$ cat config.mk
export PLATFORM = sky130hd
export DESIGN_NAME = rfs_led_ctrl
export DESIGN_NICKNAME = d
export VERILOG_FILES = /design/src/shared/rfs_pkg.sv /design/src/shared/rfs_fade_if.sv /design/src/hdl/rfs_fade_ctl.sv /design/src/hdl/rfs_avg.sv /design/src/hdl/rfs_led_ctrl.sv
export SDC_FILE = /design/constraint.sdc
export NUM_CORES = 2
export LEC_CHECK = 0
export BUFFER_PORTS_ARGS = -buffer_cell sky130_fd_sc_hd__buf_2
export CORE_UTILIZATION = 55
export CTS_CLUSTER_SIZE = 30
export DETAILED_ROUTE_END_ITERATION = 10
export HOLD_SLACK_MARGIN = 0.05
export PLACE_DENSITY = 0.73
export SETUP_SLACK_MARGIN = 0.3
export SYNTH_ARGS = -nofsm -noshare
export SYNTH_HDL_FRONTEND = slang
export SYNTH_SLANG_ARGS = --single-unit
$ cat constraint.sdc
create_clock -name CLOCK -period 7 [get_ports CLOCK]
set_input_delay 0.7 -clock CLOCK [delete_from_list [all_inputs] [get_ports CLOCK]]
set_output_delay 0.7 -clock CLOCK [all_outputs]
set_load 0.1 [all_outputs]
$ cat src/shared/rfs_pkg.sv
package rfs_pkg;
    // ==========================================
    // Register offsets
    localparam logic [7:0] ADDR_CHAN_CTRL = 8'h00;
    localparam logic [7:0] ADDR_CUR_RED = 8'h01;
    localparam logic [7:0] ADDR_CUR_BLUE = 8'h03;
    localparam logic [7:0] ADDR_BRIGHT = 8'h04;
    localparam logic [7:0] ADDR_MEAS_CTRL = 8'h06;
    localparam logic [7:0] ADDR_RES_UPPER = 8'h07;
    localparam logic [7:0] ADDR_RES_LOWER = 8'h08;

    // ==========================================
    // Field positions and reset values
    localparam int EN_LSB = 0;
    localparam int FAST_BIT = 3;
    localparam int AUTO_BIT = 4;
    localparam int FADE_BIT = 5;
    localparam int SEQ_LSB = 6;
    localparam int COMP_SEL_BIT = 4;
    localparam int READ_SEL_BIT = 5;
    localparam logic [7:0] CHAN_CTRL_RESET = 8'h08;
    localparam logic [7:0] MEAS_CTRL_RESET = 8'h00;
    localparam logic [2:0] BRIGHT_RESET = 3'h0;
    localparam logic [7:0] CUR_RESET = 8'h00;

    // ==========================================
    // Timing
    localparam int CLK_PERIOD_NS = 10;
    localparam int PWM_CYCLE_US = 820;
    localparam int PWM_STEPS = 4096;
    localparam int PWM_TICK_CYCLES = PWM_CYCLE_US * 1000 / (CLK_PERIOD_NS * PWM_STEPS);
    localparam int FADE_TIME_MS = 520;
    localparam int FADE_STEPS = FADE_TIME_MS * 1000 / PWM_CYCLE_US;
    localparam logic [16:0] FRAC_ONE = 17'h10000;
    localparam logic [16:0] FRAC_STEP = 17'((32'h10000 + FADE_STEPS - 1) / FADE_STEPS);
    localparam int AVG_WINDOW_MS = 134;
    localparam int AVG_SAMPLES = 256;
    localparam int AVG_SHIFT = 8;
    localparam int SAMPLE_CYCLES = AVG_WINDOW_MS * 1000000 / (CLK_PERIOD_NS * AVG_SAMPLES);

    // ==========================================
    // Modes and states
    typedef enum logic [1:0] {
        MODE_NORMAL = 2'h0,
        MODE_SEQ2 = 2'h1,
        MODE_SEQ3 = 2'h2,
        MODE_SEQ4 = 2'h3
    } rfs_mode_t;

    typedef enum logic {
        FADE_IDLE = 1'b0,
        FADE_RUN = 1'b1
    } rfs_fade_state_t;
endpackage

$ cat src/shared/rfs_fade_if.sv
`timescale 1ns/1ns
interface rfs_fade_if;
    logic start;
    logic cycle;
    logic busy;
    logic [16:0] frac;

    modport ctl (
        input start,
        input cycle,
        output busy,
        output frac
    );
    modport user (
        output start,
        output cycle,
        input busy,
        input frac
    );
endinterface

$ cat src/hdl/rfs_fade_ctl.sv
`timescale 1ns/1ns
module rfs_fade_ctl (
    // Clock and reset
    input wire logic clk,
    input wire logic rst_n,
    // Fade handshake
    rfs_fade_if.ctl fade
);
    rfs_pkg::rfs_fade_state_t state_q;
    logic [9:0] cnt_q;
    logic [16:0] frac_q;
    logic last_w;
    logic [16:0] frac_inc_w;

    // ==========================================
    // Fixed-length ramp, one step per PWM cycle
    assign last_w = (cnt_q == 10'(rfs_pkg::FADE_STEPS - 1));
    assign frac_inc_w = (frac_q > rfs_pkg::FRAC_ONE - rfs_pkg::FRAC_STEP) ?
                        rfs_pkg::FRAC_ONE : frac_q + rfs_pkg::FRAC_STEP;

    always_ff @(posedge clk) begin
        if (!rst_n) begin
            state_q <= rfs_pkg::FADE_IDLE;
            cnt_q <= 10'h000;
            frac_q <= 17'h00000;
        end else if (fade.start) begin
            // Restart from the present level, so a new change mid-fade never jumps
            state_q <= rfs_pkg::FADE_RUN;
            cnt_q <= 10'h000;
            frac_q <= 17'h00000;
        end else begin
            unique case (state_q)
                rfs_pkg::FADE_IDLE: begin
                    cnt_q <= 10'h000;
                end
                rfs_pkg::FADE_RUN: begin
                    if (fade.cycle) begin
                        cnt_q <= cnt_q + 10'h001;
                        frac_q <= last_w ? rfs_pkg::FRAC_ONE : frac_inc_w;
                        if (last_w) begin
                            state_q <= rfs_pkg::FADE_IDLE;
                        end
                    end
                end
            endcase
        end
    end

    assign fade.busy = (state_q == rfs_pkg::FADE_RUN);
    assign fade.frac = frac_q;
endmodule

$ cat src/hdl/rfs_avg.sv
`timescale 1ns/1ns
module rfs_avg (
    // Clock and reset
    input wire logic clk,
    input wire logic rst_n,
    // Converter samples
    input wire logic valid,
    input wire logic [11:0] sample,
    // Averaged result
    output logic [11:0] result,
    output logic updated
);
    logic [19:0] sum_q;
    logic [7:0] cnt_q;
    logic [11:0] result_q;
    logic updated_q;
    logic [19:0] sum_w;
    logic full_w;

    // ==========================================
    // Box average over a fixed number of samples
    assign sum_w = sum_q + {8'h00, sample};
    assign full_w = (cnt_q == 8'(rfs_pkg::AVG_SAMPLES - 1));

    always_ff @(posedge clk) begin
        if (!rst_n) begin
            sum_q <= 20'h00000;
            cnt_q <= 8'h00;
            result_q <= 12'h000;
            updated_q <= 1'b0;
        end else begin
            updated_q <= valid && full_w;
            if (valid) begin
                cnt_q <= cnt_q + 8'h01;
                sum_q <= full_w ? 20'h00000 : sum_w;
                if (full_w) begin
                    result_q <= sum_w[rfs_pkg::AVG_SHIFT +: 12];
                end
            end
        end
    end

    assign result = result_q;
    assign updated = updated_q;
endmodule

$ cat src/hdl/rfs_led_ctrl.sv
`timescale 1ns/1ns
// Function
// Bits 0..2 enable red, green, blue
// External input gates its channel normally
// External input triggers sequence when sequential
// Fade ramps on switching and brightness change
// Compensation value applied directly, never ramped
// Fade enable bit in channel control
// Every fade lasts fixed 520 ms
// All channels ramp together, keeping balance
// No fading in stand-alone mode
// Fade only in automatic mode
// Host writes zero to current registers
// Host sets brightness before enables
// Clearing automatic mode fades LEDs off
// 820 us PWM cycle, slow or fast
// Two 12-bit measurement inputs
// Results averaged over 134 ms
// Bit 5 selects readable result
// Host reads upper byte before lower
// Bit 4 selects compensation source
// Bits 7,6 select normal or sequence length
// 3-bit log brightness scales all channels
// Upper read latches matching lower byte
// Even steps per PWM cycle, exact end
module rfs_led_ctrl #(
    parameter int SAMPLE_CYCLES = rfs_pkg::SAMPLE_CYCLES
) (
    // Clock and reset
    input wire logic CLOCK,
    input wire logic RESET_N,
    // Register port
    input wire logic [7:0] REG_ADDR,
    input wire logic REG_WR,
    input wire logic [7:0] REG_WDATA,
    input wire logic REG_RD,
    output logic [7:0] REG_RDATA,
    // Pins
    input wire logic RED_EXT_MODULATION_IN,
    input wire logic GREEN_EXT_MODULATION_IN,
    input wire logic BLUE_EXT_MODULATION_IN,
    input wire logic STAND_ALONE_MODE,
    output logic RED_SINK_OUTPUT,
    output logic GREEN_SINK_OUTPUT,
    output logic BLUE_SINK_OUTPUT,
    // Converter
    output logic CONV_START,
    input wire logic CONV_DONE,
    input wire logic [11:0] SENSOR_INPUT_ONE_DATA,
    input wire logic [11:0] SENSOR_INPUT_TWO_DATA,
    // Compensation source
    output logic [11:0] COMP_SENSOR_VALUE
);
    rfs_fade_if fade ();

    logic [7:0] ctrl_q;
    logic [7:0] mctl_q;
    logic [2:0] bri_q;
    logic [7:0] cur_q [3];
    logic [3:0] sync1_q;
    logic [3:0] sync2_q;
    logic [2:0] prev_q;
    logic auto_prev_q;
    logic [4:0] tick_cnt_q;
    logic [11:0] ph_q;
    logic [15:0] samp_cnt_q;
    logic conv_q;
    logic [7:0] hold_q;
    logic [7:0] rdata_q;
    logic [2:0] sink_q;
    logic [11:0] comp_q;
    logic [9:0] fade_cyc_q;

    logic [2:0] ext_s;
    logic [2:0] ext_rise;
    logic sa_s;
    logic auto_w;
    logic fast_w;
    rfs_pkg::rfs_mode_t seq_mode_w;
    logic seq_on_w;
    logic [2:0] seq_len_w;
    logic [11:0] bri_lvl_w;
    logic tick_w;
    logic fade_ok_w;
    logic [2:0] chg_w;
    logic fade_start_w;
    logic [2:0] sink_d;
    logic [11:0] res_one;
    logic [11:0] res_two;
    logic [11:0] sel_res_w;
    logic [11:0] comp_src_w;
    logic wr_cur_w;
    logic rd_upper_w;
    logic [7:0] rd_mux_w;

    // ==========================================
    // Decoding helpers
    function automatic logic [11:0] bri_level(input logic [2:0] code);
        bri_level = (code == 3'h7) ? 12'hfff : 12'(13'h1000 >> (3'h7 - code));
    endfunction

    // Red leads, green centred, blue trails, so pulses spread over the cycle
    function automatic logic pwm_hit(input logic [1:0] idx, input logic [11:0] p,
                                     input logic [11:0] lvl);
        logic [11:0] d;
        d = p + {1'b0, lvl[11:1]} - 12'h800;
        case (idx)
            2'h0: pwm_hit = p < lvl;
            2'h1: pwm_hit = d < lvl;
            default: pwm_hit = ~p < lvl;
        endcase
    endfunction

    // ==========================================
    // Pin synchronisers
    always_ff @(posedge CLOCK) begin
        if (!RESET_N) begin
            sync1_q <= 4'h0;
            sync2_q <= 4'h0;
            prev_q <= 3'h0;
        end else begin
            sync1_q <= {STAND_ALONE_MODE, BLUE_EXT_MODULATION_IN,
                        GREEN_EXT_MODULATION_IN, RED_EXT_MODULATION_IN};
            sync2_q <= sync1_q;
            prev_q <= sync2_q[2:0];
        end
    end

    assign ext_s = sync2_q[2:0];
    assign ext_rise = sync2_q[2:0] & ~prev_q;
    assign sa_s = sync2_q[3];

    // ==========================================
    // Control decode
    assign auto_w = ctrl_q[rfs_pkg::AUTO_BIT];
    assign fast_w = ctrl_q[rfs_pkg::FAST_BIT];
    assign seq_mode_w = rfs_pkg::rfs_mode_t'(ctrl_q[rfs_pkg::SEQ_LSB +: 2]);
    assign seq_on_w = (seq_mode_w != rfs_pkg::MODE_NORMAL);
    assign seq_len_w = {1'b0, ctrl_q[rfs_pkg::SEQ_LSB +: 2]} + 3'h1;
    assign bri_lvl_w = bri_level(bri_q);
    // Auto-off edge still fades; plain manual operation never does
    assign fade_ok_w = ctrl_q[rfs_pkg::FADE_BIT] && !sa_s && (auto_w || auto_prev_q);
    assign fade_start_w = fade_ok_w && (chg_w != 3'h0);
    assign fade.start = fade_start_w;
    assign fade.cycle = tick_w && (ph_q == 12'hfff);

    rfs_fade_ctl u_fade (
        .clk(CLOCK),
        .rst_n(RESET_N),
        .fade(fade)
    );

    // ==========================================
    // PWM timebase
    assign tick_w = (tick_cnt_q == 5'(rfs_pkg::PWM_TICK_CYCLES - 1));

    always_ff @(posedge CLOCK) begin
        if (!RESET_N) begin
            tick_cnt_q <= 5'h00;
            ph_q <= 12'h000;
            auto_prev_q <= 1'b0;
            sink_q <= 3'h0;
        end else begin
            tick_cnt_q <= tick_w ? 5'h00 : tick_cnt_q + 5'h01;
            ph_q <= tick_w ? ph_q + 12'h001 : ph_q;
            auto_prev_q <= auto_w;
            sink_q <= sink_d;
        end
    end

    // ==========================================
    // Channels
    for (genvar i = 0; i < 3; i++) begin : g_chan
        logic [11:0] tgt_w;
        logic [11:0] tgt_q;
        logic [11:0] start_q;
        logic [11:0] lvl_q;
        logic [11:0] sph_q;
        logic [2:0] rem_q;
        logic [29:0] mix_w;
        logic [11:0] interp_w;
        logic [11:0] p_w;
        logic [11:0] pf_w;
        logic gate_w;

        assign tgt_w = (auto_w && ctrl_q[rfs_pkg::EN_LSB + i]) ? bri_lvl_w : 12'h000;
        assign chg_w[i] = (tgt_w != tgt_q);
        // One shared fraction keeps the colour ratio through the ramp
        assign mix_w = 30'(start_q) * 30'(rfs_pkg::FRAC_ONE - fade.frac)
                       + 30'(tgt_q) * 30'(fade.frac);
        assign interp_w = mix_w[27:16];
        assign p_w = seq_on_w ? sph_q : ph_q;
        assign pf_w = fast_w ? {p_w[7:0], p_w[11:8]} : p_w;
        assign gate_w = seq_on_w ? (rem_q != 3'h0) : ext_s[i];
        assign sink_d[i] = pwm_hit(2'(i), pf_w, lvl_q) && gate_w;

        always_ff @(posedge CLOCK) begin
            if (!RESET_N) begin
                tgt_q <= 12'h000;
                start_q <= 12'h000;
                lvl_q <= 12'h000;
            end else begin
                tgt_q <= tgt_w;
                if (fade_start_w) begin
                    start_q <= lvl_q;
                end
                lvl_q <= fade_start_w ? lvl_q : (fade.busy && !sa_s) ? interp_w : tgt_q;
            end
        end

        // Sequence restarts the channel's own cycle on each trigger
        always_ff @(posedge CLOCK) begin
            if (!RESET_N) begin
                sph_q <= 12'h000;
                rem_q <= 3'h0;
            end else if (seq_on_w && ext_rise[i]) begin
                sph_q <= 12'h000;
                rem_q <= seq_len_w;
            end else if (tick_w) begin
                sph_q <= sph_q + 12'h001;
                if (sph_q == 12'hfff && rem_q != 3'h0) begin
                    rem_q <= rem_q - 3'h1;
                end
            end
        end

    end

    // ==========================================
    // Converter timing and averaging
    always_ff @(posedge CLOCK) begin
        if (!RESET_N) begin
            samp_cnt_q <= 16'h0000;
            conv_q <= 1'b0;
            comp_q <= 12'h000;
        end else begin
            conv_q <= (samp_cnt_q == 16'(SAMPLE_CYCLES - 1));
            samp_cnt_q <= conv_q ? 16'h0000 : samp_cnt_q + 16'h0001;
            comp_q <= comp_src_w;
        end
    end

    rfs_avg u_avg_one (
        .clk(CLOCK),
        .rst_n(RESET_N),
        .valid(CONV_DONE),
        .sample(SENSOR_INPUT_ONE_DATA),
        .result(res_one),
        .updated()
    );

    rfs_avg u_avg_two (
        .clk(CLOCK),
        .rst_n(RESET_N),
        .valid(CONV_DONE),
        .sample(SENSOR_INPUT_TWO_DATA),
        .result(res_two),
        .updated()
    );

    assign sel_res_w = mctl_q[rfs_pkg::READ_SEL_BIT] ? res_two : res_one;
    assign comp_src_w = mctl_q[rfs_pkg::COMP_SEL_BIT] ? res_two : res_one;

    // ==========================================
    // Register file
    assign wr_cur_w = REG_WR && REG_ADDR >= rfs_pkg::ADDR_CUR_RED
                      && REG_ADDR <= rfs_pkg::ADDR_CUR_BLUE;
    assign rd_upper_w = REG_RD && REG_ADDR == rfs_pkg::ADDR_RES_UPPER;
    assign rd_mux_w = (REG_ADDR == rfs_pkg::ADDR_CHAN_CTRL) ? ctrl_q :
                      (REG_ADDR == rfs_pkg::ADDR_CUR_RED) ? cur_q[0] :
                      (REG_ADDR == rfs_pkg::ADDR_CUR_RED + 8'h01) ? cur_q[1] :
                      (REG_ADDR == rfs_pkg::ADDR_CUR_BLUE) ? cur_q[2] :
                      (REG_ADDR == rfs_pkg::ADDR_BRIGHT) ? {5'h00, bri_q} :
                      (REG_ADDR == rfs_pkg::ADDR_MEAS_CTRL) ? mctl_q :
                      (REG_ADDR == rfs_pkg::ADDR_RES_UPPER) ? sel_res_w[11:4] :
                      (REG_ADDR == rfs_pkg::ADDR_RES_LOWER) ? hold_q : 8'h00;

    always_ff @(posedge CLOCK) begin
        if (!RESET_N) begin
            ctrl_q <= rfs_pkg::CHAN_CTRL_RESET;
            mctl_q <= rfs_pkg::MEAS_CTRL_RESET;
            bri_q <= rfs_pkg::BRIGHT_RESET;
            cur_q <= '{default: rfs_pkg::CUR_RESET};
        end else if (REG_WR) begin
            if (REG_ADDR == rfs_pkg::ADDR_CHAN_CTRL) begin
                ctrl_q <= REG_WDATA;
            end
            if (REG_ADDR == rfs_pkg::ADDR_MEAS_CTRL) begin
                mctl_q <= REG_WDATA;
            end
            if (REG_ADDR == rfs_pkg::ADDR_BRIGHT) begin
                bri_q <= REG_WDATA[2:0];
            end
            if (wr_cur_w) begin
                cur_q[REG_ADDR[1:0] - 2'h1] <= REG_WDATA;
            end
        end
    end

    // Lower byte is frozen on the upper read, so the pair never tears
    always_ff @(posedge CLOCK) begin
        if (!RESET_N) begin
            hold_q <= 8'h00;
            rdata_q <= 8'h00;
        end else begin
            if (rd_upper_w) begin
                hold_q <= {sel_res_w[3:0], 4'h0};
            end
            if (REG_RD) begin
                rdata_q <= rd_mux_w;
            end
        end
    end

    assign REG_RDATA = rdata_q;
    assign RED_SINK_OUTPUT = sink_q[0];
    assign GREEN_SINK_OUTPUT = sink_q[1];
    assign BLUE_SINK_OUTPUT = sink_q[2];
    assign CONV_START = conv_q;
    assign COMP_SENSOR_VALUE = comp_q;

    // ==========================================
    // Checks
    always_ff @(posedge CLOCK) begin
        if (!RESET_N) begin
            fade_cyc_q <= 10'h000;
        end else if (fade_start_w) begin
            fade_cyc_q <= 10'h000;
        end else if (fade.busy && fade.cycle) begin
            fade_cyc_q <= fade_cyc_q + 10'h001;
        end
    end
endmodule

; ---- After elaboration in Yosys (flattened, before gate mapping)
; Cells that the tools add are included.
[classes]
n_addsub = 24
n_lt_le_gt_ge = 8
n_bitwise = 6
mux = 48
shift = 1
n_reduce_logical = 51
n_eq_ne = 21
mul = 6
[op_table]
columns = operator, n
row1 = 2-to-1 mux 12 bit, 15
row2 = adder 28 bit, 3
row3 = multiplier 12 x 17 -> 28 bit, 3
row4 = 2-to-1 mux 8 bit, 9
row5 = multiplier 12 x 30 -> 28 bit, 2
row6 = "adder 12 x 1 -> 12 bit, second input constant", 4
row7 = "equality test 12 bit, second input constant", 4
row8 = adder 20 x 12 -> 20 bit, 2
row9 = 2-to-1 mux 20 bit, 2
row10 = less-than comparator 12 bit, 3
row11 = != test 12 bit, 3
row12 = 2-to-1 mux 17 bit, 2
row13 = multiplier 13 x 18 -> 28 bit, 1
row14 = 2-to-1 mux 3 bit, 9
row15 = bitwise mux 24 bit, 1
row16 = "equality test 8 x 3 -> 1 bit, second input constant", 3
row17 = logical AND 1 bit, 21
row18 = case mux 10 bit (2 select lines), 1
row19 = AND reduction 2 bit, 10
row20 = "subtractor 17 x 17 -> 18 bit, first input constant", 1
row21 = "adder 17 x 7 -> 17 bit, second input constant", 1
row22 = "> comparator 17 x 16 -> 1 bit, second input constant", 1
row23 = "adder 16 x 1 -> 16 bit, second input constant", 1
row24 = "adder 8 x 1 -> 8 bit, second input constant", 2
row25 = 36 further kinds, 61
[word_totals]
output_inout_bits = 24
ff_bits = 377
in_bits = 49

; ---- Depth between registers and ports, before layout
[logic_depth]
word_depth = 9
mapped_depth = 29

; ---- Hierarchy
; A second synthesis with hierarchy kept.
[unflattened]
cells_unflattened = 6510
area_unflattened_um2 = 58387.2
[modules_own_cells]
columns = mod, seq_area_each_um2, cells_each, instances, area_each_um2
row1 = rfs_led_ctrl, 5144.9, 5730, 1, 51908.5
row2 = rfs_avg, 820.8, 315, 2, 2567.5
row3 = rfs_fade_ctl, 500.5, 150, 1, 1343.8

; ---- Least setup slack after synthesis
; No wires, ideal clock.
[synth_timing]
path_type = register to register
startpoint = reg u_fade.frac_q[3], in the netlist u_fade.fade.frac[3]
endpoint = reg g_chan[2].lvl_q[10]
slack_ns = -0.618
setup_ns = 0.086
stages_incl_launch_ff = 29
arrival_time_ns = 7.532
n_path_buf = 2
synth_period_minus_slack_ns = 7.618
required_ns = 6.914
path_cell_list = dfxtp_1 > clkbuf_1 > inv_1 > ha_1 > nand2_1 > nor2_1 > xnor2_1 > clkbuf_1 > nand2_1 > fa_1 > fa_1 > fa_1 > inv_1 > fa_1 > fa_1 > fa_1 > inv_1 > fa_1 > inv_1 > ha_1 > a21o_1 > a21o_1 > a221oi_1 > o211ai_1 > a31o_1 > a21oi_1 > xnor2_1 > nand2_1 > a221oi_2
[synth_between]
elab_chain_len = 4
[synth_rtl]
columns = item, line_no
row1 = "start, declared", rfs_fade_ctl.sv:11  ; logic [16:0] frac_q;
row2 = "start signal, assigned", rfs_fade_ctl.sv:39  ; frac_q <= last_w ? rfs_pkg::FRAC_ONE : frac_inc_w;
row3 = subtractor 17 x 17 -> 18 bit, rfs_led_ctrl.sv:189  ; assign mix_w = 30'(start_q) * 30'(rfs_pkg::FRAC_ONE - fade.frac)
row4 = multiplier 13 x 18 -> 28 bit, rfs_led_ctrl.sv:189
row5 = adder 28 bit *, rfs_led_ctrl.sv:190  ; + 30'(tgt_q) * 30'(fade.frac);
row6 = 2-to-1 mux 12 bit *, rfs_led_ctrl.sv:207  ; lvl_q <= fade_start_w ? lvl_q : (fade.busy && !sa_s) ? interp_w : tgt_q;
row7 = "end signal, assigned", rfs_led_ctrl.sv:207
row8 = "end, declared", rfs_led_ctrl.sv:177  ; logic [11:0] lvl_q;
; Every way passes the cells marked *; elsewhere a longest branch is shown, timed or not.
; A chain may end at the register's enable or synchronous reset.

; ---- Final worst setup path
[layout_timing]
startpoint = reg u_fade.frac_q[6], in the netlist u_fade.fade.frac[6]
endpoint = reg g_chan[2].lvl_q[10]
; Same word-level chain as after synthesis.

==> run metrics <==
run status=finished, violations left; failing checks=setup timing; largest area contributor in the netlist=fa_1; maximum net fanout on the critical path=8; CTS Root Cell=clkbuf_16; post-synthesis cell area=52,900 um2; clk sinks=between 300 and 400; Area Growth Syn to Fin=12.5%; antenna-violating nets left=0; port buffer count=slightly above 70; fraction of layout cells with a size suffix above 1=11.6%; pwr dens=around 85 nW/um2; register area share after synthesis=~14%; vias per cell=around 5.3; Final Skew=approximately 0.060 ns; final net count=about 7,400; crit path DAT=approximately 8 ns; Post-synth EDFFs=0; die width=between 300 and 400 um; Rel. slew slack=between 20 and 25%; Synth area leaders=fa_1 39%, dfxtp_1 14%, inv_1 8.4%; Final WS setup=-0.404 ns; die area=around 100,000 um2; CTS tree=done; worst reg-to-reg path cell count=29; met3 Use GR=under 10%; Primary FF master, synth=dfxtp_1; gpl congestion=roughly 0.91; MaxCap Viol Count=0; Worst Setup End Kind=flop; TNS Setup=-10.11 ns; Max IR drop VDD=roughly 0.00025 V; GRT Residual Overflow=0; Leak Pwr=~29 nW; WP data required=approximately 7.5 ns; first-pass GRT wire length=around 220,000 um; Overall Global Routing Usage=27.6%; crit-path most repeated cell=fa_1; vias in the first global route=approximately 42,000; RSZ-0062 raised after global routing=yes; average size of a mapped cell=between 9 and 10 um2; number of remaining DRC errors=0; share of the synthesized area in the top cell type=38.6%; via count=39,200; Clock Tree Buf Depth=3; fillers=around 8,000; Fin. Hold Viols=0; I/O pins=73; Slowest cell on crit path=fa_1; met2 global-route usage=47.1%; WS Path Type=reg2reg; post-layout util=a little over three fifths; initial detailed-routing violation count=2,585; asr flop ratio synth=0%; Initial Utilization=between 50 and 60%; CP max stage delay=roughly 0.56 ns; Hold Path Stages=2; HPWL Detailed=104,000 um; TritonCTS buffer count=41; total wire length=between 100,000 and 150,000 um; Most Used Layer, Global Route=met2; core footprint=between 90,000 and 100,000 um2; clock slew at reported path FFs=0.06 ns; Max H-tree Level=2; DP Area=between 50,000 and 60,000 um2; FP Rows=around 110; Final min period=approximately 7.4 ns; Reg area=approximately 7300 um2; top achievable clock speed=135 MHz; multi-input logic area=between 40,000 and 50,000 um2; Setup crit start kind=flop; Synth Warn #=0; Final Setup Violations=35; Clk Latency, worst-skew pair=0.60 ns; Yosys cell types=87; Final Max Tran Viols=0; Hold WC Path Type=in2reg; Total Power=about 5.0 mW; Syn Inst Count=around 5,800; final non-filler cell area=59,500 um2; worst slew pin tran=around 1.2 ns; GRT met1 Usage=36.1%; drt wl/cell=17.7 um; largest net degree at the start of global routing=between 90 and 100; die height=about 310 um; initial antenna violation count=0; Tcrit/Tclk final=106%; DR pass1 iterations=5; register bit total from synthesis=between 300 and 400
## synthesized netlist by cell type, drive strengths merged (10+ instances only)
master	number
and2	485
inv	1181
a21o	31
mux2i	134
clkbuf	237
nand3	75
xor2	91
o21ai	116
nand4	49
ha	340
o21bai	16
a221oi	21
and3	24
nor2b	10
buf	42
a211oi	45
nor2	335
or3	26
o211ai	20
nand2	600
fa	1020
dfxtp	362
o21a	10
xnor2	149
nor3	33
mux2	10
a31oi	20
a21oi	154
a22oi	13
nand2b	30
## routing by layer
metal	wire length (um)	share of wire [%]
met1	52500	40
met2	64000	49
met3	8310	6.4
met4	5380	4.1
met5	0	0
## kinds of logic after synthesis
logic type / count (synthesis) / synth area share (%)
AO/OA/AOI/OAI: 519 / 6.42
other: 2 / 0.0142
multiplexers: 146 / 2.84
adder cells (fa/ha/maj): 1360 / 46.7
AND/OR/NAND/NOR: 1716 / 15.9
flip-flops: 362 / 13.7
XOR/XNOR: 240 / 3.99
buffers and inverters: 1460 / 10.5
## power breakdown
part	leakage, nW	switching [mW]	internal (mW)
logic	24.9	0.398	0.258
clock network	0.687	0.961	1.31
registers	2.93	0.0235	2.09
## registers in the layout (all words and copies together) (netlist names), 16 cells and up
signal,flops
u_avg_one.sum_q,20
samp_cnt_q,16
g_chan.sph_q,36
cur_q,24
g_chan.start_q,36
g_chan.lvl_q,36
g_chan.tgt_q,24
u_avg_two.sum_q,20
## worst max-delay path: cells and delay by family (launching register included)
kind,cells,cell delay (ns)
and+or+nand+nor,6,0.89
buffers and inverters,6,0.58
AOI/OAI and AO/OA,7,1.54
adders and majority gates,8,3.66
xor gates and xnor gates,2,0.31
DFF,1,0.33
## final timing paths
kind | startpoint | end | slack, ns
worst max-delay path | u_fade.fade.frac[6] | g_chan[2].lvl_q[10] | -0.40
worst min-delay path | GREEN_EXT_MODULATION_IN | sync1_q[1] | 0.33
worst max register to register | u_fade.fade.frac[6] | g_chan[2].lvl_q[10] | -0.40
worst min register to register | sync1_q[3] | sync2_q[3] | 0.43
## layout make-up
type | instances | area share [%]
inverter | 1181 | 7.47
multi-input combinational | 4059 | 69.9
clock inverter | 24 | 0.560
clock buffer | 48 | 1.82
sequential | 362 | 12.2
timing repair buffer | 394 | 5.38
antenna | 1 | 0.00421
tap | 1265 | 2.66
## stage by stage
stage / cells / hold WS (ns) / setup slack [ns]
after global routing: 7333 / 0.328 / -0.709
final: 7334 / 0.333 / -0.404
after global placement: 7223 / 0.417 / -0.372
after detailed placement: 7223 / 0.418 / -0.562
after CTS: 7311 / 0.311 / -0.427
after floorplan: 5880 / 0.412 / 0.0491
## layout by cell type (no fill, tap or decap), types with 17 or more instances in the layout
cell       count
mux2i_1      134
dfxtp_1      358
ha_1         315
clkbuf_16     42
a21oi_1      134
a31oi_1       17
fa_1         993
inv_1       1156
a21o_1        31
xor2_1        84
inv_2         23
buf_12        27
a211oi_1      42
conb_1        77
ha_4          20
nor3_1        30
o211ai_1      20
xnor2_1      130
fa_2          27
nand3_1       73
nand2b_1      30
nand4_1       48
o21ai_0       95
buf_2         72
nand2_1      582
or3_1         26
buf_4        277
and2_1       471
and3_1        23
nor2_1       329
## repair_timing
| action | CTS | global route |
|---|---|---|
| resized for setup | 52 | 106 |
| setup endpoints to repair | 36 | 36 |
| cloned | 1 | 1 |
| setup buffers | 15 | 21 |
| pin swaps | 14 | 87 |
| hold buffers | 0 | 0 |
(Power assumes the default switching activity.)
